--- src/rtl/hp_seq_pkg.sv ---
// constants, carriers and timing for the heat pump sequencer
package hp_seq_pkg;
    localparam int CLK_HZ = 40_000_000;
    localparam int TICK_MS = 250;
    localparam int TICK_CYCLES = CLK_HZ / 1000 * TICK_MS;
    localparam int TICKS_PER_S = 1000 / TICK_MS;
    localparam int TW = 16;
    localparam int SHORT_CYCLE_DELAY_MIN_S = 3;
    localparam int SHORT_CYCLE_DELAY_STEP_MIN = 1;
    localparam logic [3:0] SHORT_CYCLE_DELAY_MAX_SEL = 4'hA;
    localparam logic [3:0] SHORT_CYCLE_DELAY_SEL_DEFAULT = 4'h3;
    localparam int DFR_STEP_MIN = 30;
    localparam logic [1:0] DFR_SEL_DEFAULT = 2'h0;
    localparam int DFR_STEPS_MAX = 3;
    localparam int DFR_MAX_MIN = 10;
    localparam int LPS_BYPASS_MIN = 3;
    localparam logic [TW-1:0] SHORT_CYCLE_DELAY_MIN_TICKS = TW'(SHORT_CYCLE_DELAY_MIN_S * TICKS_PER_S);
    localparam logic [TW-1:0] SHORT_CYCLE_DELAY_STEP_TICKS = TW'(SHORT_CYCLE_DELAY_STEP_MIN * 60 * TICKS_PER_S);
    localparam logic [TW-1:0] DFR_STEP_TICKS = TW'(DFR_STEP_MIN * 60 * TICKS_PER_S);
    localparam logic [TW-1:0] DFR_MAX_TICKS = TW'(DFR_MAX_MIN * 60 * TICKS_PER_S);
    localparam logic [TW-1:0] LPS_BYPASS_TICKS = TW'(LPS_BYPASS_MIN * 60 * TICKS_PER_S);
    localparam logic [7:0] REHEAT_SPEED_DEFAULT = 8'h32;
    localparam logic [7:0] SPEED_RESET = 8'h00;
    localparam logic [1:0] BLINK_RESET = 2'h0;

    typedef enum logic [2:0] {
        ST_IDLE = 3'h0,
        ST_COOL = 3'h1,
        ST_HEAT = 3'h2,
        ST_DEHUM = 3'h3,
        ST_DEFROST = 3'h4,
        ST_LOCK = 3'h5
    } mode_t;

    typedef struct packed {
        logic fan_call;
        logic comp_call;
        logic second_stage_call;
        logic changeover_call;
        logic second_heat_call;
    } tstat_t;

    typedef struct packed {
        logic compressor_contactor;
        logic reversing_valve;
        logic indoor_blower_out;
        logic blower_out;
        logic outdoor_fan_out;
        logic heat_contactor;
        logic reheat_solenoid;
        logic second_stage_out;
        logic outdoor_sensor_permit;
        logic lockout_indicator;
    } load_t;

    localparam load_t LOAD_RESET = '0;
endpackage

--- src/rtl/hp_sequencer.sv ---
// heat pump and air conditioner sequencing core
//
// Contract
// - fan, compressor, changeover calls: cool, first speed
// - second stage in cooling raises blower speed
// - compressor held off for short-cycle delay
// - cooling run drives compressor, blower, valve, fan
// - heating call drives compressor, valve, full capacity
// - second heat call adds heat contactor
// - outdoor sensor not below set point blocks heat; in defrost the heat contactor ignores the sensor
// - exclusive heat: compressor and fan off, heat on
// - humidity without cooling runs reheat dehumidification
// - cooling call ends dehumidification, reheat off
// - after accumulated interval, defrost thermostat starts defrost
// - defrost: outdoor fan off, reversing valve on
// - defrost ends on thermostat release or ten minutes
// - heat during defrost selection drives heat contactor unless exclusive heat is selected
// - defrost interval accumulates across interruptions
// - defrost test forces defrost, ten minutes or off
// - indicator blinks 1 Hz low, 2 Hz high
// - external shutdown stops the unit
// - short-cycle delay 3 s or 1 to 10 minutes
// - low pressure bypassed 3 min, second trip locks
// - high pressure trips, second trip locks
`timescale 1ns/100ps
`default_nettype none
module hp_sequencer
    import hp_seq_pkg::*;
#(
    parameter int TICK_DIV = TICK_CYCLES
) (
    input wire logic mclk_i,
    input wire logic reset_i,
    input wire tstat_t tstat_i,
    input wire logic high_pressure_switch_open_i,
    input wire logic low_pressure_switch_open_i,
    input wire logic humidity_high_i,
    input wire logic [7:0] supply_temp_i,
    input wire logic [7:0] reheat_on_temp_i,
    input wire logic [7:0] reheat_off_temp_i,
    input wire logic outdoor_sensor_installed_i,
    input wire logic outdoor_below_sp_i,
    input wire logic exclusive_heat_sel_i,
    input wire logic heat_during_defrost_sel_i,
    input wire logic external_shutdown_i,
    input wire logic defrost_thermostat_i,
    input wire logic defrost_test_i,
    input wire logic acc_clear_i,
    input wire logic [3:0] short_cycle_delay_sel_i,
    input wire logic [1:0] defrost_interval_sel_i,
    input wire logic [7:0] first_speed_i,
    input wire logic [7:0] second_speed_i,
    input wire logic [7:0] reheat_speed_i,
    output load_t load_o,
    output logic [7:0] blower_speed_o,
    output mode_t mode_o
);
    function automatic logic [TW-1:0] short_cycle_delay_limit(input logic [3:0] sel);
        logic [TW-1:0] steps;
        steps = (sel > SHORT_CYCLE_DELAY_MAX_SEL) ? TW'(SHORT_CYCLE_DELAY_MAX_SEL) : TW'(sel);
        return (sel == 4'h0) ? SHORT_CYCLE_DELAY_MIN_TICKS : TW'(steps * SHORT_CYCLE_DELAY_STEP_TICKS);
    endfunction

    function automatic logic [TW-1:0] dfr_limit(input logic [1:0] sel);
        logic [TW-1:0] n;
        n = (sel == 2'h3) ? TW'(DFR_STEPS_MAX) : TW'(sel) + 1'b1;
        return TW'(n * DFR_STEP_TICKS);
    endfunction

    function automatic mode_t base_mode(input logic cool, input logic heat, input logic dehum);
        if (cool)
            return ST_COOL;
        else if (heat)
            return ST_HEAT;
        else if (dehum)
            return ST_DEHUM;
        else
            return ST_IDLE;
    endfunction

    mode_t mode_ff, nxt_mode;
    load_t load_ff, nxt_load;
    logic [7:0] speed_ff, nxt_speed;
    logic comp_run_ff, nxt_comp;
    logic lp_hold_ff, hp_hold_ff, lp_strike_ff, hp_strike_ff, lock_hp_ff;
    logic test_ff, test_run_ff, rh_ff;
    logic [1:0] blink_ff;
    logic [TW-1:0] acc_ff;
    logic tick, short_cycle_delay_done, bypass_done, dur_done;
    logic cool_call, heat_call, dehum_call, any_call, heat_permit;
    logic excl_block, lp_trip, hp_trip, lock_trip, test_rise, dfr_due;
    logic dfr_enter, dfr_exit, lp_ind, hp_ind;

    tick_gen #(.DIV(TICK_DIV)) u_tick (
        .mclk_i(mclk_i),
        .reset_i(reset_i),
        .tick_o(tick)
    );

    // delay restarts whenever the compressor drops, and at reset
    interval_timer #(.W(TW)) u_short_cycle_delay (
        .mclk_i(mclk_i),
        .reset_i(reset_i),
        .clear_i(comp_run_ff && !nxt_comp),
        .run_i(!comp_run_ff),
        .tick_i(tick),
        .limit_i(short_cycle_delay_limit(short_cycle_delay_sel_i)),
        .done_o(short_cycle_delay_done)
    );

    interval_timer #(.W(TW)) u_bypass (
        .mclk_i(mclk_i),
        .reset_i(reset_i),
        .clear_i(!comp_run_ff),
        .run_i(comp_run_ff),
        .tick_i(tick),
        .limit_i(LPS_BYPASS_TICKS),
        .done_o(bypass_done)
    );

    interval_timer #(.W(TW)) u_dur (
        .mclk_i(mclk_i),
        .reset_i(reset_i),
        .clear_i(mode_ff != ST_DEFROST),
        .run_i(1'b1),
        .tick_i(tick),
        .limit_i(DFR_MAX_TICKS),
        .done_o(dur_done)
    );

    assign cool_call = tstat_i.fan_call && tstat_i.comp_call && tstat_i.changeover_call;
    assign heat_call = tstat_i.fan_call && tstat_i.comp_call
                       && tstat_i.second_stage_call && !tstat_i.changeover_call;
    assign dehum_call = !cool_call && !heat_call && humidity_high_i;
    assign any_call = cool_call || heat_call || dehum_call;
    assign heat_permit = !outdoor_sensor_installed_i || outdoor_below_sp_i;
    assign excl_block = exclusive_heat_sel_i && tstat_i.second_heat_call && heat_permit;

    assign lp_trip = comp_run_ff && bypass_done && low_pressure_switch_open_i;
    assign hp_trip = comp_run_ff && high_pressure_switch_open_i;
    assign lock_trip = (lp_trip && !lp_hold_ff && lp_strike_ff)
                       || (hp_trip && !hp_hold_ff && hp_strike_ff);

    assign test_rise = defrost_test_i && !test_ff;
    assign dfr_due = (acc_ff >= dfr_limit(defrost_interval_sel_i));
    assign dfr_enter = (mode_ff == ST_HEAT) && comp_run_ff
                       && ((dfr_due && defrost_thermostat_i) || test_rise);
    assign dfr_exit = dur_done
                      || (test_run_ff ? !defrost_test_i : !defrost_thermostat_i);

    always_comb
    begin
        nxt_mode = mode_ff;
        if (external_shutdown_i)
            nxt_mode = ST_IDLE;
        else if (lock_trip)
            nxt_mode = ST_LOCK;
        else
        begin
            unique case (mode_ff)
                ST_IDLE, ST_COOL, ST_DEHUM:
                    nxt_mode = base_mode(cool_call, heat_call, dehum_call);
                ST_HEAT:
                    nxt_mode = dfr_enter ? ST_DEFROST : base_mode(cool_call, heat_call, dehum_call);
                ST_DEFROST:
                    if (!heat_call)
                        nxt_mode = base_mode(cool_call, heat_call, dehum_call);
                    else if (dfr_exit)
                        nxt_mode = ST_HEAT;
                ST_LOCK:
                    if (!any_call)
                        nxt_mode = ST_IDLE;
                default:
                    nxt_mode = ST_IDLE;
            endcase
        end
    end

    always_ff @(posedge mclk_i)
    begin
        if (reset_i)
            mode_ff <= ST_IDLE;
        else
            mode_ff <= nxt_mode;
    end

    // compressor may start only once the short-cycle delay has run out
    always_comb
    begin
        nxt_comp = 1'b0;
        if (!external_shutdown_i && !lp_hold_ff && !hp_hold_ff && !lock_trip
            && !lp_trip && !hp_trip)
        begin
            unique case (mode_ff)
                ST_COOL, ST_DEHUM, ST_DEFROST:
                    nxt_comp = comp_run_ff || short_cycle_delay_done;
                ST_HEAT:
                    nxt_comp = !excl_block && (comp_run_ff || short_cycle_delay_done);
                default:
                    nxt_comp = 1'b0;
            endcase
        end
    end

    always_ff @(posedge mclk_i)
    begin
        if (reset_i)
            comp_run_ff <= 1'b0;
        else
            comp_run_ff <= nxt_comp;
    end

    // a trip holds the compressor off until the switch closes again
    always_ff @(posedge mclk_i)
    begin
        if (reset_i)
        begin
            lp_hold_ff <= 1'b0;
            hp_hold_ff <= 1'b0;
        end
        else
        begin
            lp_hold_ff <= lp_trip || (lp_hold_ff && low_pressure_switch_open_i);
            hp_hold_ff <= hp_trip || (hp_hold_ff && high_pressure_switch_open_i);
        end
    end

    // strikes count per call; a new trip wins over the end of the call
    always_ff @(posedge mclk_i)
    begin
        if (reset_i)
        begin
            lp_strike_ff <= 1'b0;
            hp_strike_ff <= 1'b0;
        end
        else
        begin
            lp_strike_ff <= (lp_trip && !lp_hold_ff) || (lp_strike_ff && any_call);
            hp_strike_ff <= (hp_trip && !hp_hold_ff) || (hp_strike_ff && any_call);
        end
    end

    always_ff @(posedge mclk_i)
    begin
        if (reset_i)
            lock_hp_ff <= 1'b0;
        else if (lock_trip)
            lock_hp_ff <= hp_trip && !hp_hold_ff && hp_strike_ff;
    end

    always_ff @(posedge mclk_i)
    begin
        if (reset_i)
        begin
            test_ff <= 1'b0;
            test_run_ff <= 1'b0;
        end
        else
        begin
            test_ff <= defrost_test_i;
            if (mode_ff != ST_DEFROST && nxt_mode != ST_DEFROST)
                test_run_ff <= 1'b0;
            else if (dfr_enter && test_rise)
                test_run_ff <= 1'b1;
        end
    end

    // kept through reset on purpose; only acc_clear_i or a defrost zeroes it
    always_ff @(posedge mclk_i)
    begin
        if (acc_clear_i || (dfr_enter && !reset_i))
            acc_ff <= '0;
        else if (!reset_i && tick && mode_ff == ST_HEAT && comp_run_ff && !dfr_due)
            acc_ff <= acc_ff + 1'b1;
    end

    // reheat hysteresis on supply air temperature
    always_ff @(posedge mclk_i)
    begin
        if (reset_i || cool_call || mode_ff != ST_DEHUM)
            rh_ff <= 1'b0;
        else if (supply_temp_i <= reheat_on_temp_i)
            rh_ff <= 1'b1;
        else if (supply_temp_i >= reheat_off_temp_i)
            rh_ff <= 1'b0;
    end

    always_ff @(posedge mclk_i)
    begin
        if (reset_i)
            blink_ff <= BLINK_RESET;
        else if (tick)
            blink_ff <= blink_ff + 1'b1;
    end

    assign lp_ind = lp_hold_ff || (mode_ff == ST_LOCK && !lock_hp_ff);
    assign hp_ind = hp_hold_ff || (mode_ff == ST_LOCK && lock_hp_ff);

    always_comb
    begin
        nxt_load = LOAD_RESET;
        nxt_speed = SPEED_RESET;
        unique case (mode_ff)
            ST_COOL:
            begin
                nxt_load.compressor_contactor = comp_run_ff;
                nxt_load.reversing_valve = 1'b1;
                nxt_load.outdoor_fan_out = comp_run_ff;
                nxt_load.second_stage_out = comp_run_ff && tstat_i.second_stage_call;
                nxt_speed = tstat_i.second_stage_call ? second_speed_i : first_speed_i;
            end
            ST_HEAT:
            begin
                nxt_load.compressor_contactor = comp_run_ff && !excl_block;
                nxt_load.reversing_valve = 1'b1;
                nxt_load.second_stage_out = comp_run_ff && !excl_block;
                nxt_load.outdoor_fan_out = comp_run_ff && !excl_block;
                nxt_load.heat_contactor = tstat_i.second_heat_call && heat_permit;
                nxt_speed = second_speed_i;
            end
            ST_DEHUM:
            begin
                nxt_load.compressor_contactor = comp_run_ff;
                nxt_load.second_stage_out = comp_run_ff;
                nxt_load.reversing_valve = 1'b1;
                nxt_load.outdoor_fan_out = comp_run_ff;
                nxt_load.reheat_solenoid = rh_ff && !cool_call;
                nxt_speed = reheat_speed_i;
            end
            ST_DEFROST:
            begin
                nxt_load.compressor_contactor = comp_run_ff;
                nxt_load.second_stage_out = comp_run_ff;
                nxt_load.reversing_valve = 1'b1;
                nxt_load.outdoor_fan_out = 1'b0;
                nxt_load.heat_contactor = heat_during_defrost_sel_i && !exclusive_heat_sel_i;
                nxt_speed = second_speed_i;
            end
            default:
                nxt_speed = tstat_i.fan_call ? first_speed_i : SPEED_RESET;
        endcase
        nxt_load.indoor_blower_out = tstat_i.fan_call || (mode_ff == ST_DEHUM);
        nxt_load.blower_out = nxt_load.indoor_blower_out;
        nxt_load.outdoor_sensor_permit = heat_permit;
        nxt_load.lockout_indicator = hp_ind ? blink_ff[0] : (lp_ind && blink_ff[1]);
        if (external_shutdown_i)
        begin
            nxt_load = LOAD_RESET;
            nxt_speed = SPEED_RESET;
        end
    end

    always_ff @(posedge mclk_i)
    begin
        if (reset_i)
        begin
            load_ff <= LOAD_RESET;
            speed_ff <= SPEED_RESET;
        end
        else
        begin
            load_ff <= nxt_load;
            speed_ff <= nxt_speed;
        end
    end

    assign load_o = load_ff;
    assign blower_speed_o = speed_ff;
    assign mode_o = mode_ff;
endmodule
`default_nettype wire

--- src/rtl/interval_timer.sv ---
// saturating tick counter with a level that marks the interval elapsed
`timescale 1ns/100ps
`default_nettype none
module interval_timer #(
    parameter int W = 16
) (
    input wire logic mclk_i,
    input wire logic reset_i,
    input wire logic clear_i,
    input wire logic run_i,
    input wire logic tick_i,
    input wire logic [W-1:0] limit_i,
    output logic done_o
);
    logic [W-1:0] count_ff;

    always_ff @(posedge mclk_i)
    begin
        if (reset_i || clear_i)
            count_ff <= '0;
        else if (run_i && tick_i && !done_o)
            count_ff <= count_ff + 1'b1;
    end

    assign done_o = (count_ff >= limit_i);
endmodule
`default_nettype wire

--- src/rtl/tick_gen.sv ---
// prescaler that gives one tick pulse every DIV clocks
`timescale 1ns/100ps
`default_nettype none
module tick_gen #(
    parameter int DIV = 10
) (
    input wire logic mclk_i,
    input wire logic reset_i,
    output logic tick_o
);
    localparam int CW = (DIV > 1) ? $clog2(DIV) : 1;
    localparam logic [CW-1:0] LAST = CW'(DIV - 1);
    logic [CW-1:0] cnt_ff;

    always_ff @(posedge mclk_i)
    begin
        if (reset_i || cnt_ff == LAST)
            cnt_ff <= '0;
        else
            cnt_ff <= cnt_ff + 1'b1;
    end

    assign tick_o = (cnt_ff == LAST);
endmodule
`default_nettype wire

--- config.mk ---
export PLATFORM = sky130hd
export DESIGN_NAME = hp_sequencer
export DESIGN_NICKNAME = d
export VERILOG_FILES = /design/src/rtl/hp_seq_pkg.sv /design/src/rtl/hp_sequencer.sv /design/src/rtl/interval_timer.sv /design/src/rtl/tick_gen.sv
export SDC_FILE = /design/constraint.sdc
export NUM_CORES = 1
export LEC_CHECK = 0
export BUFFER_PORTS_ARGS = -buffer_cell sky130_fd_sc_hd__clkbuf_2
export CAP_MARGIN = 20
export CORE_MARGIN = 4
export CORE_UTILIZATION = 45
export DETAILED_ROUTE_END_ITERATION = 10
export GPL_TIMING_DRIVEN = 0
export PLACE_DENSITY = 0.64
export SYNTH_ARGS = -nofsm -noshare
export SYNTH_HDL_FRONTEND = slang
export SYNTH_SLANG_ARGS = --single-unit
export TNS_END_PERCENT = 30
--- constraint.sdc ---
create_clock -name mclk_i -period 7.8 [get_ports mclk_i]
set_clock_uncertainty 0.05 [all_clocks]
set_input_delay 0.39 -clock mclk_i [delete_from_list [all_inputs] [get_ports mclk_i]]
set_output_delay 0.39 -clock mclk_i [all_outputs]
set_load 0.005 [all_outputs]
[Yosys cells after proc, flatten, opt, wreduce, memory -nomap -nowiden]
Index checks and enable logic that the tools add are counted.
Cells by class
  bitwise operators: 1
  reductions and logical operators: 105
  magnitude comparators: 7
  mux-type cells: 27
  add/sub/neg operators: 7
  equal/unequal tests: 10
  multiply operators: 2
Operators by type and width (count)
  adder 16 x 1 -> 16 bit (second input constant): 4
  logical AND 1 bit: 50
  adder 24 x 1 -> 24 bit (second input constant): 1
  == test 24 bit (second input constant): 1
  2-to-1 mux 3 bit: 8
  case mux 8 bit (3 select lines): 1
  zero test 1 bit: 23
  logical OR 1 bit: 21
  >= comparator 16 x 10 -> 1 bit (second input constant): 1
  >= comparator 16 x 12 -> 1 bit: 1
  >= comparator 16 x 12 -> 1 bit (second input constant): 1
  >= comparator 16 bit: 1
  2-to-1 mux 8 bit: 2
  2-to-1 mux 12 bit: 1
  case mux 3 bit (4 select lines): 1
  multiplier 3 x 8 -> 11 bit (second input constant): 1
  OR reduction 2 bit: 5
  OR reduction 3 bit: 3
  >= comparator 8 bit: 1
  less-or-equal comparator 8 bit: 1
  multiplier 4 x 4 -> 8 bit (second input constant): 1
  == test 3 x 2 -> 1 bit (second input constant): 2
  == test 3 bit (second input constant): 2
  2-to-1 mux 2 bit: 3
  other kinds (16): 23
Word-level totals
  output and inout port bits: 21
  logic and storage cells: 185
  register bits: 119

[Longest topological paths before layout]
  depth in word-level cells: 16
  mapped depth: 23
  mapped depth without buffers: 22

[Hierarchy]
Synthesis repeated with hierarchy kept, for this count alone.
Unflattened totals
  cell total of the unflattened synthesis: 1078
  area total of the unflattened synthesis: 9012.4 um^2
Modules (own cells, without submodules)
  interval_timer: seq. area each 320.3 um^2, cells an instance 179, times used 3, area each 1503.9 um^2
  hp_sequencer: seq. area each 940.9 um^2, cells an instance 407, times used 1, area each 3342.0 um^2
  tick_gen: seq. area each 480.5 um^2, cells an instance 134, times used 1, area each 1158.6 um^2

[Least setup slack after synthesis]
Ideal clock, no wire load.
  path kind: input-to-reg
  start: in short_cycle_delay_sel_i[3]
  end: reg u_short_cycle_delay.count_ff[7]
  arrival time: 4.408 ns
  stages: 19
  data required time: 7.680 ns
  library setup time: 0.070 ns
  slack: 3.272 ns
  path through: inv_1 > nand2_1 > fa_1 > fa_1 > inv_1 > ha_1 > a21o_1 > a21oi_1 > o21bai_1 > a21oi_1 > xnor2_1 > nand2_1 > ha_1 > o21ai_0 > nor2_1 > nor4_2 > o211ai_2 > or4_1 > a21oi_1
On the way
  longest elaborated chain between the ends: 12
  elaborated cells on any way between the ends: 15
  classes of those cells: mul (1); order compare (2); mux (4); reduce/logical (8)
RTL lines
  from (decl): RTL line hp_sequencer.sv:49  | input wire logic [3:0] short_cycle_delay_sel_i,
  > comparator 4 bit: RTL line hp_sequencer.sv:60  | steps = (sel > SHORT_CYCLE_DELAY_MAX_SEL) ? TW'(SHORT_CYCLE_DELAY_MAX_SEL) : TW'(sel);
  2-to-1 mux 4 bit: RTL line hp_sequencer.sv:60
  multiplier 4 x 4 -> 8 bit: RTL line hp_sequencer.sv:61  | return (sel == 4'h0) ? SHORT_CYCLE_DELAY_MIN_TICKS : TW'(steps * SHORT_CYCLE_DELAY_STEP_TICKS);
  2-to-1 mux 12 bit *: RTL line hp_sequencer.sv:61
  >= comparator 16 x 12 -> 1 bit *: RTL line interval_timer.sv:25  | assign done_o = (count_ff >= limit_i);
  logical OR 1 bit: RTL line hp_sequencer.sv:196, hp_sequencer.sv:198
  logical AND 1 bit: RTL line hp_sequencer.sv:198  | nxt_comp = !excl_block && (comp_run_ff || short_cycle_delay_done);
  case mux 1 bit (2 select lines): RTL line hp_sequencer.sv:194  | unique case (mode_ff)
  2-to-1 mux 1 bit: RTL line hp_sequencer.sv:191  | if (!external_shutdown_i && !lp_hold_ff && !hp_hold_ff && !lock_trip
  zero test 1 bit: RTL line hp_sequencer.sv:104  | .clear_i(comp_run_ff && !nxt_comp),
  logical AND 1 bit: RTL line hp_sequencer.sv:104
  logical OR 1 bit: RTL line interval_timer.sv:19  | if (reset_i || clear_i)
  to (signal assigned): RTL line interval_timer.sv:22  | count_ff <= count_ff + 1'b1;
  to (decl): RTL line interval_timer.sv:15  | logic [W-1:0] count_ff;
Mark *: on every way between the ends. The rest lies on a longest branch, timed or not.
A chain may end at the register's enable or synchronous reset.

[Worst setup path in the final report]
Ends and elaborated chain as after synthesis.

==> results <==
- The run finished with clean final reports.
- The I/O pin count is 93.
- Measured against its own limit, the worst slew margin works out to 0.5135.
- The number of vias in the routed layout is 5,361.
- For this design, the sink count on the clock tree is 119.
- The endpoint kind of the worst setup timing path is a flip-flop.
- Setup repair after global routing left no endpoint under its margin.
- The total clock buffers created by CTS is 17.
- Derived from the worst setup path, the maximum achievable clock frequency is 215.9 MHz.
- The worst path required time is 8.10 ns.
- The post-synthesis instance total is 763.
- Of the post-synthesis cell area, the dominant cell type holds 0.3670.
- Port buffering added 92 buffers.
- In the final layout, the share of cells above drive strength 1 is 0.1714.
- The arrival time reported for the critical path endpoint is 4.93 ns.
- The clock passes through at most 2 buffers.
- The final-stage net count is 1,006.
- The routed wire length per instance is 13.12 microns.
- The hold path depth is 3.
- The violation count after the first detailed-routing iteration is 229.
- Using the TritonRoute via totals, the vias-per-cell ratio works out to 5.024.
- The routed length on met2 is 6660 microns.
- Ranked by total cell area, the synthesized netlist is headed by sky130_fd_sc_hd__dfxtp_1 (37%), sky130_fd_sc_hd__ha_1 (11%), sky130_fd_sc_hd__nor2_1 (5.6%).
- The total overflow left after global routing is 0.
- Routability-driven placement finished with a final weighted congestion of 0.8190.
- Hold timing on the final database bottoms out at a slack of 0.1237 ns.
- The time the worst path needs with I/O delays and setup is 4.632 ns.
- The final count of pins violating max slew is 0.
- The global-route wire length before repair is 24,130 microns.
- The number of synthesized register bits is 119.
- Yosys mapped a number of flops with a built-in enable equal to 0.
- The number of antenna violations at the first check in global routing is 0.
- The number of warnings printed during yosys synthesis is 0.
- The share of the Yosys chip area taken by registers is 0.3670.
- Across every metal layer, demand over resource in global routing totals 0.1816.
- Counting flops with an async set or reset pin after synthesis yields a share of 0.
- The clock-pin slew reported for the worst setup and hold paths after clock tree synthesis is 0.05 ns.
- The leakage power is 0.003215 uW.
- For this configuration, the core starts out at a cell density of 0.4640.
- The sum of negative setup slack is 0 ns.
- The total length of routed wires is 14,000 microns.
- The via count of the first global-routing pass came to 5,209.
- The critical path class is in -> reg.
- After detailed routing, no signal wire sits above met4.
- Once the clock tree was built, the resizer swapped 0 gates to a different size.
- The number of endpoints with negative hold slack in the final report is 0.
- The number of hold buffers added after CTS is 0.
- Yosys mapped the design onto 64 distinct sky130hd cell types.
- Dividing the final minimum period by the clock period gives 0.5939.
- In this run the core area contains 43 standard-cell rows.
- The netlist area before placement is 0.006491 sq mm.
- Leaving out filler cells and counting taps, the final layout contains 1,067.
- The cell type with the highest aggregate area in the netlist is sky130_fd_sc_hd__dfxtp_1.
- The worst-skew pair later-pin latency is 0.41 ns.
- The die covers 0.01641 sq mm.
- The maximum net fanout on the critical path is 10.
- The die is 128.1 microns wide.
- The antenna cell count is 0.
- The count of nets left with antenna violations once routing finished came out at 0.
- The tree is rooted in a sky130_fd_sc_hd__clkbuf_16.
- The number of search-and-repair iterations in the first detailed-routing pass is 5.
- The path class of the tightest hold or removal check is in -> reg.
- The HPWL after detailed placement is 10,570 microns.
- The total area inside the core boundary comes to 0.01399 sq mm.
- The number of max-capacitance violations reported is 0.
- The synthesis-to-finish area growth is 20.14%.
- STA classifies the critical path startpoint as a primary input.
- The amount of wire on met3 after detailed routing is 331 microns.
- The pin count of the biggest net entering global routing is 17.
- The number of setup violations in the final report is 0.
- For the pin with the worst max-slew slack, the measured transition is 0.7254 ns.
- After detailed placement, the design holds a cell count of 1,035.
- The vertical die dimension is 128.1 microns.
- IR analysis of the VDD net gives a maximum drop of 161.0 uV.
- TritonCTS built the clock tree.
- In this run the mean area of a mapped cell was 8.508 sq um.
- The most used flip-flop cell after synthesis is sky130_fd_sc_hd__dfxtp_1.
- Dividing total power by cell area gives a power density of 201.3 mW/mm^2.
- The post-CTS setup-driven buffer insertion count is 0.
- The detailed-routing wirelength on met1 is 6844 microns.
- The worst register-to-register path has a depth of 8.
- Counting every net in the synthesized netlist gives 895.
- The post-route DRC violation count is 0.
- The H-tree was split into 4 levels.
==> registers in the layout, summed over array words and instances, names as in the netlist <==
name,flops
acc_ff,16
blink_ff,2
blower_speed_o,8
comp_run_ff,1
hp_hold_ff,1
hp_strike_ff,1
load_o,9
lock_hp_ff,1
lp_hold_ff,1
lp_strike_ff,1
mode_o,3
rh_ff,1
test_ff,1
test_run_ff,1
u_bypass.count_ff,16
u_dur.count_ff,16
u_short_cycle_delay.count_ff,16
u_tick.cnt_ff,24
==> per-stage QoR <==
step / instance area [sq um] / setup slack [ns] / util / power, uW
3_5_place_dp: 7177 / 2.740 / 0.5131 / 759.8
5_1_grt: 7799 / 2.770 / 0.5575 / 1645
2_1_floorplan: 6491 / 3.272 / - / 714.5
6_report: 7799 / 3.168 / 0.5575 / 1570
4_1_cts: 7799 / 3.155 / 0.5575 / 1589
3_3_place_gp: 7177 / 2.737 / 0.5131 / 757.9
==> final timing paths <==
check	end	slack (ns)	from
setup / recovery	u_short_cycle_delay.count_ff[7]	3.17	short_cycle_delay_sel_i[3]
hold / removal	blower_speed_o[0]	0.12	first_speed_i[0]
setup reg to reg	acc_ff[15]	4.89	acc_ff[13]
hold reg to reg	u_bypass.count_ff[10]	0.40	u_bypass.count_ff[10]
==> layout by cell type, fill, tap and decap left out, drive strengths merged, types with 7 or more instances in the layout <==
cell type    n
clkbuf     123
dfxtp      119
nor2        99
inv         61
nand2       61
ha          55
o21ai       36
xnor2       35
a21oi       34
xor2        25
nand3       21
nand4       18
nor3        18
and2        14
or3         14
nor4        13
and3        12
nand2b      11
nor2b       10
buf          9
a22oi        8
or4          7
==> logic make-up after synthesis <==
kind of cell	Yosys count	share of synthesized area
flip-flops	119	0.3670
adder cells (fa/ha/maj)	60	0.1214
AO/OA/AOI/OAI	117	0.1128
XOR/XNOR	60	0.08096
multiplexers	5	0.007903
AND/OR/NAND/NOR	320	0.2604
buffers and inverters	82	0.04954
==> power breakdown <==
group	total (uW)	switching [uW]	internal [uW]	leakage [uW]
clock network	821	281	540	0.000295
logic	134	73.3	60.8	0.00196
registers	615	2.13	612	0.000960
==> critical path, cell delays in order <==
cell and delay (ns):
sky130_fd_sc_hd__clkbuf_2 0.11, sky130_fd_sc_hd__inv_1 0.15, sky130_fd_sc_hd__nand2_1 0.18, sky130_fd_sc_hd__fa_1 0.55, sky130_fd_sc_hd__fa_1 0.54, sky130_fd_sc_hd__inv_1 0.05
sky130_fd_sc_hd__ha_1 0.26, sky130_fd_sc_hd__a21o_1 0.18, sky130_fd_sc_hd__a21oi_1 0.23, sky130_fd_sc_hd__o21bai_1 0.09, sky130_fd_sc_hd__a21oi_1 0.17, sky130_fd_sc_hd__xnor2_1 0.14
sky130_fd_sc_hd__nand2_1 0.08, sky130_fd_sc_hd__ha_1 0.31, sky130_fd_sc_hd__o21ai_0 0.08, sky130_fd_sc_hd__nor2_1 0.07, sky130_fd_sc_hd__nor4_2 0.35, sky130_fd_sc_hd__o211ai_2 0.30
sky130_fd_sc_hd__or4_1 0.57, sky130_fd_sc_hd__a21oi_1 0.14
==> layout make-up <==
type	count	area, sq um
Clock buffer	19	442.9
Clock inverter	13	178.9
Inverter	61	229.0
Multi-Input combinational cell	562	3787
Buffer	21	92.59
Fill cell	1307	6190
Timing Repair Buffer	92	460.4
Sequential cell	119	2382
Tap cell	180	225.2
==> synth_stat cells, drive strengths merged, types with 3 or more instances <==
cell	number
a211oi	3
a21o	6
a21oi	34
a22oi	8
a31oi	6
a41oi	3
and2	14
and3	12
buf	9
clkbuf	12
dfxtp	119
fa	5
ha	55
inv	61
mux2i	4
nand2	61
nand2b	11
nand3	21
nand4	18
nor2	99
nor2b	10
nor3	18
nor3b	5
nor4	13
nor4b	3
nor4bb	3
o211ai	6
o21a	3
o21ai	36
or2	5
or3	14
or4	7
xnor2	35
xor2	25
==> metal layers <==
metal  vias up  GRT usage
met3        17    0.04458
met1      2452     0.2332
met2        48     0.3025
li1       2844          -
met4         0    0.05306
met5         -          0
Note: power is estimated with default switching activity, not from simulation.
